===== src/verilog/gpp_pkg.sv =====
// Register map, field layout, reset values and address decode for the GPIO port block.
package gpp_pkg;

    // Number of ports and pins per port.
    localparam int unsigned GPP_NUM_PORTS = 3;
    localparam int unsigned GPP_P0_W = 5;
    localparam int unsigned GPP_P1_W = 2;
    localparam int unsigned GPP_P2_W = 7;
    localparam int unsigned GPP_IN_W = GPP_P0_W + GPP_P1_W + GPP_P2_W;

    // Register byte addresses.
    localparam logic [31:0] GPP_P0_DAT_ADDR = 32'hffff0d20;
    localparam logic [31:0] GPP_P0_SET_ADDR = 32'hffff0d24;
    localparam logic [31:0] GPP_P1_DAT_ADDR = 32'hffff0d30;
    localparam logic [31:0] GPP_P1_SET_ADDR = 32'hffff0d34;
    localparam logic [31:0] GPP_P2_DAT_ADDR = 32'hffff0d40;
    localparam logic [31:0] GPP_P2_SET_ADDR = 32'hffff0d44;

    // Field positions inside a data or set register; each field is one byte, bit i is line i.
    localparam int unsigned GPP_DIR_LSB = 24;
    localparam int unsigned GPP_OUT_LSB = 16;
    localparam int unsigned GPP_IN_LSB = 0;
    localparam int unsigned GPP_FLD_W = 8;

    // Byte lanes that carry the direction and output fields.
    localparam int unsigned GPP_DIR_LANE = 3;
    localparam int unsigned GPP_OUT_LANE = 2;

    // Values after reset: every line an input, every output latch low.
    localparam logic [7:0] GPP_DIR_RST = 8'h00;
    localparam logic [7:0] GPP_OUT_RST = 8'h00;

    // Implemented bits per port; port 2 line 4 has a direction bit and an input but no output latch.
    localparam logic [7:0] GPP_DIR_MASK [GPP_NUM_PORTS] = '{8'h1f, 8'h03, 8'h73};
    localparam logic [7:0] GPP_OUT_MASK [GPP_NUM_PORTS] = '{8'h1f, 8'h03, 8'h63};
    localparam logic [7:0] GPP_IN_MASK [GPP_NUM_PORTS] = '{8'h1f, 8'h03, 8'h73};

    // AXI response codes.
    localparam logic [1:0] GPP_RESP_OKAY = 2'h0;
    localparam logic [1:0] GPP_RESP_SLVERR = 2'h2;

    // Result of decoding a bus address.
    typedef struct packed {
        logic hit;
        logic is_set;
        logic [1:0] port;
    } gpp_dec_t;

    // Maps a byte address onto a port and register kind; the two low address bits are ignored.
    function automatic gpp_dec_t gpp_decode(input logic [31:0] addr);
        gpp_dec_t dec;
        dec = '0;
        unique case ({addr[31:2], 2'h0})
            GPP_P0_DAT_ADDR: dec = '{hit: 1'b1, is_set: 1'b0, port: 2'h0};
            GPP_P0_SET_ADDR: dec = '{hit: 1'b1, is_set: 1'b1, port: 2'h0};
            GPP_P1_DAT_ADDR: dec = '{hit: 1'b1, is_set: 1'b0, port: 2'h1};
            GPP_P1_SET_ADDR: dec = '{hit: 1'b1, is_set: 1'b1, port: 2'h1};
            GPP_P2_DAT_ADDR: dec = '{hit: 1'b1, is_set: 1'b0, port: 2'h2};
            GPP_P2_SET_ADDR: dec = '{hit: 1'b1, is_set: 1'b1, port: 2'h2};
            default: dec = '0;
        endcase
        return dec;
    endfunction

endpackage


===== src/verilog/gpp_reg_if.sv =====
// Register access strobes between the bus slave and the port register file.
`timescale 1ns/1ps
interface gpp_reg_if;
    logic wr_en;
    logic [31:0] wr_addr;
    logic [31:0] wr_data;
    logic [3:0] wr_strb;
    logic wr_err;
    logic rd_en;
    logic [31:0] rd_addr;
    logic [31:0] rd_data;
    logic rd_err;

    // The bus side issues accesses and collects data and errors.
    modport bus (
        output wr_en, wr_addr, wr_data, wr_strb, rd_en, rd_addr,
        input wr_err, rd_data, rd_err
    );

    // The register side answers combinationally in the same cycle.
    modport regs (
        input wr_en, wr_addr, wr_data, wr_strb, rd_en, rd_addr,
        output wr_err, rd_data, rd_err
    );
endinterface


===== src/verilog/gpp_sync.sv =====
// Two-stage synchroniser for a group of asynchronous pin inputs.
`timescale 1ns/1ps
module gpp_sync #(
    parameter int unsigned W = 1
) (
    // Clock and reset.
    input wire logic clk,
    input wire logic rst_n,
    // Asynchronous levels in, synchronised levels out.
    input wire logic [W-1:0] d,
    output logic [W-1:0] q
);

    // One pair of flip-flops per bit; the first stage feeds only the second.
    for (genvar i = 0; i < W; i++) begin : g_bit
        logic meta_reg;
        always_ff @(posedge clk) begin
            if (!rst_n) begin
                meta_reg <= 1'b0;
                q[i] <= 1'b0;
            end else begin
                meta_reg <= d[i];
                q[i] <= meta_reg;
            end
        end
    end

endmodule


===== src/verilog/gpp_axil_slave.sv =====
// AXI4-Lite slave that turns bus transfers into single-cycle register strobes.
`timescale 1ns/1ps
module gpp_axil_slave
    import gpp_pkg::*;
(
    // Clock and reset.
    input wire logic clk,
    input wire logic rst_n,
    // Write address and data.
    input wire logic [31:0] awaddr,
    input wire logic awvalid,
    output logic awready,
    input wire logic [31:0] wdata,
    input wire logic [3:0] wstrb,
    input wire logic wvalid,
    output logic wready,
    // Write response.
    output logic [1:0] bresp,
    output logic bvalid,
    input wire logic bready,
    // Read address and data.
    input wire logic [31:0] araddr,
    input wire logic arvalid,
    output logic arready,
    output logic [31:0] rdata,
    output logic [1:0] rresp,
    output logic rvalid,
    input wire logic rready,
    // Register side.
    gpp_reg_if.bus regs
);

    logic [31:0] aw_addr_reg;
    logic [31:0] w_data_reg;
    logic [3:0] w_strb_reg;

    // A write fires once both halves are held and the previous answer is gone.
    assign regs.wr_en = !awready && !wready && !bvalid;
    assign regs.wr_addr = aw_addr_reg;
    assign regs.wr_data = w_data_reg;
    assign regs.wr_strb = w_strb_reg;

    // Reads are decoded straight from the address channel when it is taken.
    assign regs.rd_en = arvalid && arready;
    assign regs.rd_addr = araddr;

    // Write address and data are captured independently, in either order.
    always_ff @(posedge clk) begin
        if (!rst_n) begin
            awready <= 1'b1;
            wready <= 1'b1;
            aw_addr_reg <= 32'h0;
            w_data_reg <= 32'h0;
            w_strb_reg <= 4'h0;
        end else begin
            if (awvalid && awready) begin
                awready <= 1'b0;
                aw_addr_reg <= awaddr;
            end
            if (wvalid && wready) begin
                wready <= 1'b0;
                w_data_reg <= wdata;
                w_strb_reg <= wstrb;
            end
            if (bvalid && bready) begin
                awready <= 1'b1;
                wready <= 1'b1;
            end
        end
    end

    // Write response follows the strobe by one cycle and holds until taken.
    always_ff @(posedge clk) begin
        if (!rst_n) begin
            bvalid <= 1'b0;
            bresp <= GPP_RESP_OKAY;
        end else if (regs.wr_en) begin
            bvalid <= 1'b1;
            bresp <= regs.wr_err ? GPP_RESP_SLVERR : GPP_RESP_OKAY;
        end else if (bvalid && bready) begin
            bvalid <= 1'b0;
        end
    end

    // Read data is latched at the address handshake, so it stays fixed while rvalid waits.
    always_ff @(posedge clk) begin
        if (!rst_n) begin
            arready <= 1'b1;
            rvalid <= 1'b0;
            rdata <= 32'h0;
            rresp <= GPP_RESP_OKAY;
        end else if (regs.rd_en) begin
            arready <= 1'b0;
            rvalid <= 1'b1;
            rdata <= regs.rd_data;
            rresp <= regs.rd_err ? GPP_RESP_SLVERR : GPP_RESP_OKAY;
        end else if (rvalid && rready) begin
            arready <= 1'b1;
            rvalid <= 1'b0;
        end
    end
endmodule


===== src/verilog/gpp_top.sv =====
// GPIO ports 0 to 2: data registers, set registers, pin drive and input read-back.
//
// Contract
// - Port 2 line 5 is driven with the value held in its data-register output bit.
// - Port 2 lines 1 and 0 are driven with the values written to their output bits.
// - Read-only input bits report the present level of port 2 lines 6, 5 and 4; writes to them are ignored.
// - Port 2 lines 1 and 0 are reported in input bits 1 and 0 of the port 2 data register.
// - A write-only port 0 set register drives chosen port 0 pins high without touching the others.
// - A zero written to any set-register bit leaves that pin unchanged.
// - The port 1 set register raises chosen port 1 pins without disturbing the others.
// - A write-only port 2 set register raises chosen port 2 pins without a read-modify-write.
// - Bits 22 and 21 of the port 2 set register raise port 2 lines 6 and 5; a zero does nothing.
// - A port 2 line drives when its direction bit in the top byte is 1 and is an input when 0.
//
// Implementation choice: the AXI4-Lite interface to the registers.
`timescale 1ns/1ps
module gpp_top
    import gpp_pkg::*;
(
    // Clock and reset.
    input wire logic CORE_CLK,
    input wire logic RST_N,
    // AXI4-Lite write address and data.
    input wire logic [31:0] S_AXI_AWADDR,
    input wire logic S_AXI_AWVALID,
    output logic S_AXI_AWREADY,
    input wire logic [31:0] S_AXI_WDATA,
    input wire logic [3:0] S_AXI_WSTRB,
    input wire logic S_AXI_WVALID,
    output logic S_AXI_WREADY,
    // AXI4-Lite write response.
    output logic [1:0] S_AXI_BRESP,
    output logic S_AXI_BVALID,
    input wire logic S_AXI_BREADY,
    // AXI4-Lite read channels.
    input wire logic [31:0] S_AXI_ARADDR,
    input wire logic S_AXI_ARVALID,
    output logic S_AXI_ARREADY,
    output logic [31:0] S_AXI_RDATA,
    output logic [1:0] S_AXI_RRESP,
    output logic S_AXI_RVALID,
    input wire logic S_AXI_RREADY,
    // Port 0 pins.
    input wire logic [GPP_P0_W-1:0] P0_I,
    output logic [GPP_P0_W-1:0] P0_O,
    output logic [GPP_P0_W-1:0] P0_OE,
    // Port 1 pins.
    input wire logic [GPP_P1_W-1:0] P1_I,
    output logic [GPP_P1_W-1:0] P1_O,
    output logic [GPP_P1_W-1:0] P1_OE,
    // Port 2 pins.
    input wire logic [GPP_P2_W-1:0] P2_I,
    output logic [GPP_P2_W-1:0] P2_O,
    output logic [GPP_P2_W-1:0] P2_OE
);

    import gpp_pkg::*;

    ////////////////////////////////////////////////////////////////////////////////
    // Bus slave and input synchronisers.

    gpp_reg_if regs ();

    logic [GPP_IN_W-1:0] in_sync;
    logic [7:0] in_vec [GPP_NUM_PORTS];
    logic [7:0] dir_reg [GPP_NUM_PORTS];
    logic [7:0] dir_next [GPP_NUM_PORTS];
    logic [7:0] out_reg [GPP_NUM_PORTS];
    logic [7:0] out_next [GPP_NUM_PORTS];
    gpp_dec_t dec_w;
    gpp_dec_t dec_r;

    // Bus handshakes live in the slave; every AXI output there is a flip-flop.
    gpp_axil_slave u_slave (
        .clk(CORE_CLK),
        .rst_n(RST_N),
        .awaddr(S_AXI_AWADDR),
        .awvalid(S_AXI_AWVALID),
        .awready(S_AXI_AWREADY),
        .wdata(S_AXI_WDATA),
        .wstrb(S_AXI_WSTRB),
        .wvalid(S_AXI_WVALID),
        .wready(S_AXI_WREADY),
        .bresp(S_AXI_BRESP),
        .bvalid(S_AXI_BVALID),
        .bready(S_AXI_BREADY),
        .araddr(S_AXI_ARADDR),
        .arvalid(S_AXI_ARVALID),
        .arready(S_AXI_ARREADY),
        .rdata(S_AXI_RDATA),
        .rresp(S_AXI_RRESP),
        .rvalid(S_AXI_RVALID),
        .rready(S_AXI_RREADY),
        .regs(regs.bus)
    );

    // Pins change at any time, so every input passes two flip-flops before it is read.
    gpp_sync #(
        .W(GPP_IN_W)
    ) u_sync (
        .clk(CORE_CLK),
        .rst_n(RST_N),
        .d({P2_I, P1_I, P0_I}),
        .q(in_sync)
    );

    // Synchronised levels regrouped one byte per port, bit i being line i.
    assign in_vec[0] = {3'h0, in_sync[GPP_P0_W-1:0]};
    assign in_vec[1] = {6'h0, in_sync[GPP_P0_W+GPP_P1_W-1:GPP_P0_W]};
    assign in_vec[2] = {1'h0, in_sync[GPP_IN_W-1:GPP_P0_W+GPP_P1_W]};

    ////////////////////////////////////////////////////////////////////////////////
    // Register file.

    // Both paths share one decoder so reads and writes can never disagree on the map.
    assign dec_w = gpp_decode(regs.wr_addr);
    assign dec_r = gpp_decode(regs.rd_addr);
    assign regs.wr_err = !dec_w.hit;

    // Next direction and output values for every port.
    always_comb begin
        for (int p = 0; p < GPP_NUM_PORTS; p++) begin
            dir_next[p] = dir_reg[p];
            out_next[p] = out_reg[p];
            if (regs.wr_en && dec_w.hit && dec_w.port == 2'(p)) begin
                if (dec_w.is_set) begin
                    // ones only: zeros leave the latch alone.
                    if (regs.wr_strb[GPP_OUT_LANE]) begin
                        out_next[p] = out_reg[p] | (regs.wr_data[GPP_OUT_LSB +: GPP_FLD_W] & GPP_OUT_MASK[p]);
                    end
                end else begin
                    if (regs.wr_strb[GPP_DIR_LANE]) begin
                        dir_next[p] = regs.wr_data[GPP_DIR_LSB +: GPP_FLD_W] & GPP_DIR_MASK[p];
                    end
                    if (regs.wr_strb[GPP_OUT_LANE]) begin
                        out_next[p] = regs.wr_data[GPP_OUT_LSB +: GPP_FLD_W] & GPP_OUT_MASK[p];
                    end
                end
            end
        end
    end

    // Direction and output latches; reset leaves every line an input with a low latch.
    always_ff @(posedge CORE_CLK) begin
        for (int p = 0; p < GPP_NUM_PORTS; p++) begin
            if (!RST_N) begin
                dir_reg[p] <= GPP_DIR_RST;
                out_reg[p] <= GPP_OUT_RST;
            end else begin
                dir_reg[p] <= dir_next[p];
                out_reg[p] <= out_next[p];
            end
        end
    end

    // Read mux; input bits are read-only and set registers read back as zero.
    always_comb begin
        regs.rd_data = 32'h0;
        regs.rd_err = !dec_r.hit;
        if (dec_r.hit && !dec_r.is_set) begin
            // low inputs at bits 1 and 0.
            regs.rd_data[GPP_DIR_LSB +: GPP_FLD_W] = dir_reg[dec_r.port];
            regs.rd_data[GPP_OUT_LSB +: GPP_FLD_W] = out_reg[dec_r.port];
            regs.rd_data[GPP_IN_LSB +: GPP_FLD_W] = in_vec[dec_r.port] & GPP_IN_MASK[dec_r.port];
        end
    end

    ////////////////////////////////////////////////////////////////////////////////
    // Pin drive.

    // latch drives the pin.
    // Pins come straight from the latches, so a pin follows a write one edge later.
    assign P0_O = out_reg[0][GPP_P0_W-1:0];
    assign P1_O = out_reg[1][GPP_P1_W-1:0];
    assign P2_O = out_reg[2][GPP_P2_W-1:0];

    assign P0_OE = dir_reg[0][GPP_P0_W-1:0];
    assign P1_OE = dir_reg[1][GPP_P1_W-1:0];
    assign P2_OE = dir_reg[2][GPP_P2_W-1:0];

    // Decoded write and read strobes that the checks look at.
    logic wr_p0_set;
    logic wr_p1_set;
    logic wr_p2_set;
    logic wr_p2_dat;
    logic rd_p2_dat;
    assign wr_p0_set = regs.wr_en && regs.wr_strb[GPP_OUT_LANE] && dec_w.hit && dec_w.is_set && dec_w.port == 2'h0;
    assign wr_p1_set = regs.wr_en && regs.wr_strb[GPP_OUT_LANE] && dec_w.hit && dec_w.is_set && dec_w.port == 2'h1;
    assign wr_p2_set = regs.wr_en && regs.wr_strb[GPP_OUT_LANE] && dec_w.hit && dec_w.is_set && dec_w.port == 2'h2;
    assign wr_p2_dat = regs.wr_en && dec_w.hit && !dec_w.is_set && dec_w.port == 2'h2;
    assign rd_p2_dat = regs.rd_en && dec_r.hit && !dec_r.is_set && dec_r.port == 2'h2;

    // Remembers a line 5 set until a data write replaces the output byte,
    // so the read-back check also covers reads that come many cycles later.
    logic line5_set_reg;
    always_ff @(posedge CORE_CLK) begin
        if (!RST_N) begin
            line5_set_reg <= 1'b0;
        end else if (wr_p2_dat && regs.wr_strb[GPP_OUT_LANE]) begin
            line5_set_reg <= 1'b0;
        end else if (wr_p2_set && regs.wr_data[21]) begin
            line5_set_reg <= 1'b1;
        end
    end
endmodule


===== config.mk =====
export PLATFORM = sky130hd
export DESIGN_NAME = gpp_top
export DESIGN_NICKNAME = d
export VERILOG_FILES = /design/src/verilog/gpp_pkg.sv /design/src/verilog/gpp_reg_if.sv /design/src/verilog/gpp_sync.sv /design/src/verilog/gpp_axil_slave.sv /design/src/verilog/gpp_top.sv
export SDC_FILE = /design/constraint.sdc
export NUM_CORES = 1
export LEC_CHECK = 0
export BUFFER_PORTS_ARGS = -buffer_cell sky130_fd_sc_hd__buf_2
export CAP_MARGIN = 20
export CORE_ASPECT_RATIO = 0.5
export CORE_MARGIN = 3
export CORE_UTILIZATION = 51
export CTS_CLUSTER_SIZE = 20
export DETAILED_ROUTE_END_ITERATION = 16
export PLACE_DENSITY = 0.84
export SLEW_MARGIN = 0
export SYNTH_ARGS = -nofsm -noshare
export SYNTH_HDL_FRONTEND = slang
export SYNTH_SLANG_ARGS = --single-unit

===== constraint.sdc =====
create_clock -name CORE_CLK -period 3.3 [get_ports CORE_CLK]
set_input_delay 0.495 -clock CORE_CLK [delete_from_list [all_inputs] [get_ports CORE_CLK]]
set_output_delay 0.495 -clock CORE_CLK [all_outputs]
set_load 0.05 [all_outputs]

* Yosys cells after proc, flatten, opt, wreduce, memory -nomap -nowiden
Memories as Yosys holds them, arrays and structs flattened.
Cells that the tools add are included.
** Storage, ports and cells
- Flip-flop bits (word level) :: 128
- Memory bits (writable) :: 48
- Bits of input ports :: 121
- Output and inout bits :: 69
- Word-level logic and storage cells :: 135
- Memories :: 2
** Memory list
- dir_reg :: depth 3, width 8, read ports 4, clocked after memory_dff 0, write ports 3, line gpp_top.sv:66 : logic [7:0] dir_reg [GPP_NUM_PORTS];
- out_reg :: depth 3, width 8, read ports 4, clocked after memory_dff 0, write ports 3, line gpp_top.sv:68 : logic [7:0] out_reg [GPP_NUM_PORTS];
** Cells by class
- $lt $le $gt $ge :: 1
- Equal/unequal tests :: 14
- Muxes and demuxes :: 47
- Bitwise operators :: 12
- Reductions and logical operators :: 20
** Operator list (number)
- 30-bit == test (second input constant) :: 12
- 8-bit 2-to-1 mux :: 32
- 4-bit case mux with 6 select lines :: 2
- 8-bit binary-select mux with 2-bit select :: 2
- 16-bit 2-to-1 mux :: 1
- 1-bit logical AND :: 12
- 8-bit bitwise AND :: 1
- 1-bit 2-to-1 mux :: 8
- 8-bit by 2-bit bitwise OR with 8-bit output :: 1
- 8-bit by 5-bit bitwise OR with 8-bit output :: 1
- 8-bit by 7-bit bitwise OR with 8-bit output :: 1
- 1-bit bitwise OR :: 6
- 1-bit logical NOT :: 4
- 2-bit 2-to-1 mux :: 2
- 2-bit nonzero test :: 2
- 3-bit greater-or-equal comparator (second input constant) :: 1
- 2-bit inverter with 3-bit output :: 1
- 2-bit by 1-bit == test with 1-bit output (second input constant) :: 1
- 2-bit == test (second input constant) :: 1
- 2-bit logical NOT :: 1
- 2-bit OR reduction :: 1
- 1-bit inverter :: 1

* Longest topological paths before layout
- Depth in word-level cells :: 8
- Gate-level depth with buffers :: 6
- Depth with buffers taken out :: 5

* Modules after synthesis
A second synthesis with hierarchy kept.
** Second synthesis, totals
- Cell total of the unflattened synthesis :: 765
- Area, all modules :: 7214.4 sq um
** Modules (own cells, without submodules)
- gpp_axil_slave :: instances 1, cells an instance 517, area an instance 4953.5 sq um, seq. area each 2142.1 sq um
- gpp_top :: instances 1, cells an instance 190, area an instance 1475.2 sq um, seq. area each 460.4 sq um
- gpp_sync :: instances 1, cells an instance 58, area an instance 785.8 sq um, seq. area each 560.5 sq um

* Worst setup path before layout
Ideal clock, no wire load.
- Kind :: input port to flip-flop
- From :: input S_AXI_ARADDR[3]
- To :: register u_slave.rdata[0]
- Setup time :: 0.074 ns
- Arrival time :: 1.769 ns
- Required time :: 3.226 ns
- Slack :: 1.456 ns
- Cell stages on the path :: 6
- Path buffers :: 1
- Cells stage by stage :: nand4b_1 > or3_1 > or3_1 > clkbuf_1 > a2bb2oi_1 > o21ai_0
** On the way
- Cells in the longest elaborated chain, start to end :: 8
- Elaborated cells between the ends (all ways) :: 18
- Those cells by class :: 6 x eq/ne; 8 x mux; 2 x bitwise; 2 x reduce/logical
** RTL lines
- start, declared :: line gpp_top.sv:36 : input wire logic [31:0] S_AXI_ARADDR,
- 30-bit == test :: line gpp_pkg.sv:53 : unique case ({addr[31:2], 2'h0})
- 4-bit case mux with 6 select lines (*) :: line gpp_pkg.sv:53
- 2-bit inverter with 3-bit output (not written as such) :: line gpp_top.sv:164 : regs.rd_data[GPP_IN_LSB +: GPP_FLD_W] = in_vec[dec_r.port] & GPP_IN_MASK[dec_r.port];
- 8-bit binary-select mux with 2-bit select :: line gpp_top.sv:164
- 8-bit 2-to-1 mux (not written as such) (2 in a row) :: line gpp_top.sv:164
- 8-bit bitwise AND :: line gpp_top.sv:164
- 8-bit 2-to-1 mux (*) :: line gpp_top.sv:160 : if (dec_r.hit && !dec_r.is_set) begin
- end signal, assigned :: line gpp_axil_slave.sv:95 : rdata <= regs.rd_data;
- end, declared :: line gpp_axil_slave.sv:25 : output logic [31:0] rdata,
Mark *: on every way between the ends. The rest lies on a longest branch, timed or not. The select of a mux whose other input is x is not followed.
A chain may end at the register's enable or synchronous reset.

==> results.cfg <==
[floorplanning]
die_x_um = 139.8
core_area_sq_mm = 0.008346
initial_utilization_pct = 54.72
die-area_sq_mm = 0.01020
rows = 23
pin_count = 190
die_h_um = 72.92

[synth]
ys_seq_area_share_pct = 53.04
synth_area_sq_mm = 0.004567
postSynthAreaPerCell_sq_um = 9.170
synth_area_leaders = dfxtp_1, nand2_1, a21oi_1
synthDistinctLibCells = 42
synth_flop_cell = dfxtp_1
synth_edf_count = 0
yosysTopAreaCell = dfxtp_1
yosysWarnings = 0
yosys.area.top_type_share_pct = 53.04
syn_inst = 498
synth_seq_cells = 121
synth-async-reset-ratio_pct = 0

[worst_hold_path]
hold_class = input pin to flop
worstHoldStart = S_AXI_WVALID

[sta]
hold_viol_final = 0
fmaxAchievable_mhz = 504.7
post-route-period-util_pct = 60.04
setup-violations-final = 0
maxSlewViolCount = 0
finalSetupTns_ns = 0
skew_ns = 0.009912
fin_ws_ns = 1.319
rsz0062_at_grt = no
worst_pin_slew_ns = 0.9606
slew-limit-headroom_pct = 35.96
fin_crit_ns = 1.981

[worst_setup_path]
cp_slowest_stage_delay_ns = 0.50
path_delay_family = simple AND/OR/NAND/NOR gates
crit_slowest_cell = nand4b_1
cp-end-kind = flop
cp.arrival_ns = 2.27
cp.buffers_inverters = 0
r2r_slack_ns = 1.32
startpoint_type = flop
r2r-start = u_slave.bvalid
startpoint = u_slave.bvalid
cp_max_fo = 6
crit_type = flop to flop
path_cells = nor3_2 > nand3b_1 > nand4b_1 > mux2i_1 > nor2b_1
cp_data_required_time_ns = 3.59

[finish]
n_antenna_cell = 0
layout.area.seq_sq_mm = 0.002422
layout-area-overhead-vs-synth_pct = 29.07
final_common_cell = buf_2
fillers = 645
nets = 760
multi_input_area_sq_mm = 0.001953
drive_above_1_share_pct = 29.29
largest_reg_flops = 30
layout_common_cells = buf_2, dfxtp_1, nand2_1

[detailed_routing]
wire_per_inst_um = 14.91
drtIter0Drc = 226
drc = 0
wl_met2_um = 5524
first_pass_iters = 4
met1_length_um = 5002
wl_met3_um = 646
dr_total_vias = 3941
wirelength_um = 11390
ant_nets = 0
top_layer = met4
vias_per_cell = 5.158

[global_route]
grt_usage_pct = 22.40
antenna_found_initial = 0
grt_pass1_vias = 3759
grt_max_degree = 47
grt_overflow = 0
grt_pass1_wl_um = 18130

[clock_network]
clock-sinks = 121
cts_buffers = 17
cts_resized = 0
clk_pin_slew_ns = 0.06
cts_tree = done
insertion_delay_ns = 0.41
ctsHoldBuffers = 0
cts_max_path_buffers = 2
cts_setup_buffers = 0
htreeDepth = 4
cts-root-buf = clkbuf_16

[power]
powerDensity_mw_per_mm2 = 615.2
power_leakage_nw = 2.616
ir_worst_vdd_v = 0.0004652
total_power_mw = 3.626

[run_status]
status = complete, no violations

[placed_design]
portBuffers = 145
hpwlAfterDp_um = 7921
place_ws_ns = 1.149
routabilityCongestion = 0.8368

[job]
cap_violations = 0
-- through the flow --
stage               util (%)  hold WS [ns]  area [sq um]  cells
floorplan                  -        0.4119          4631    515
detailed placement     63.58        0.4186          5306    732
CTS                    70.63        0.2765          5894    764
finish                 70.63        0.2906          5894    764
global placement       63.58        0.4128          5306    732
global route           70.63        0.2918          5894    764
-- Yosys cell counts (all sizes together), types with 3 or more instances --
cell type  instances
dfxtp            121
nor4               6
nor2              14
clkbuf            25
buf               19
nand4              8
a32oi              6
nor2b              8
nor4bb             3
a22o              14
nand2            119
inv                6
mux2i             19
o211ai             5
and2              27
a21oi             47
o21ai              8
a32o               4
nand3              9
a21boi             6
-- per-layer routing --
metal,up-vias,GRT usage [%]
li1,1964,-
met4,0,10.85
met3,19,5.759
met1,1820,28.06
met2,138,36.83
met5,-,0
-- final timing paths --
check                         to  cells past startpoint
setup / recovery   dir_reg[2][5]                      5
hold / removal    u_slave.wready                      2
setup reg to reg   dir_reg[2][5]                      5
hold reg to reg      u_sync.q[5]                      1
-- worst reg2reg max path: cells and delay by family (launching register included) --
kind	cells	cell delay, ns
simple gates	4	1.20
flops	1	0.35
mux	1	0.31
-- report_power, final --
| part | internal, mW | switching (mW) |
|---|---|---|
| registers | 1.51 | 0.0292 |
| clock network | 1.13 | 0.675 |
| logic | 0.0928 | 0.182 |
-- cells by family after synthesis --
| kind of cell | count (synthesis) | synth area share (%) |
|---|---|---|
| AO/OA/AOI/OAI | 97 | 13.92 |
| buffers and inverters | 50 | 5.589 |
| flip-flops | 121 | 53.04 |
| multiplexers | 19 | 4.164 |
| other | 1 | 0.08211 |
| AND/OR/NAND/NOR | 210 | 23.21 |
-- layout make-up --
cell class / count / share of cell area (%)
Clock inverter: 14 / 2.526
Inverter: 6 / 0.3821
Timing Repair Buffer: 149 / 13.03
Tap cell: 112 / 2.377
Clock buffer: 18 / 7.451
Multi-Input combinational cell: 344 / 33.14
Sequential cell: 121 / 41.10
No activity file was read; power rests on OpenSTA's default activity.
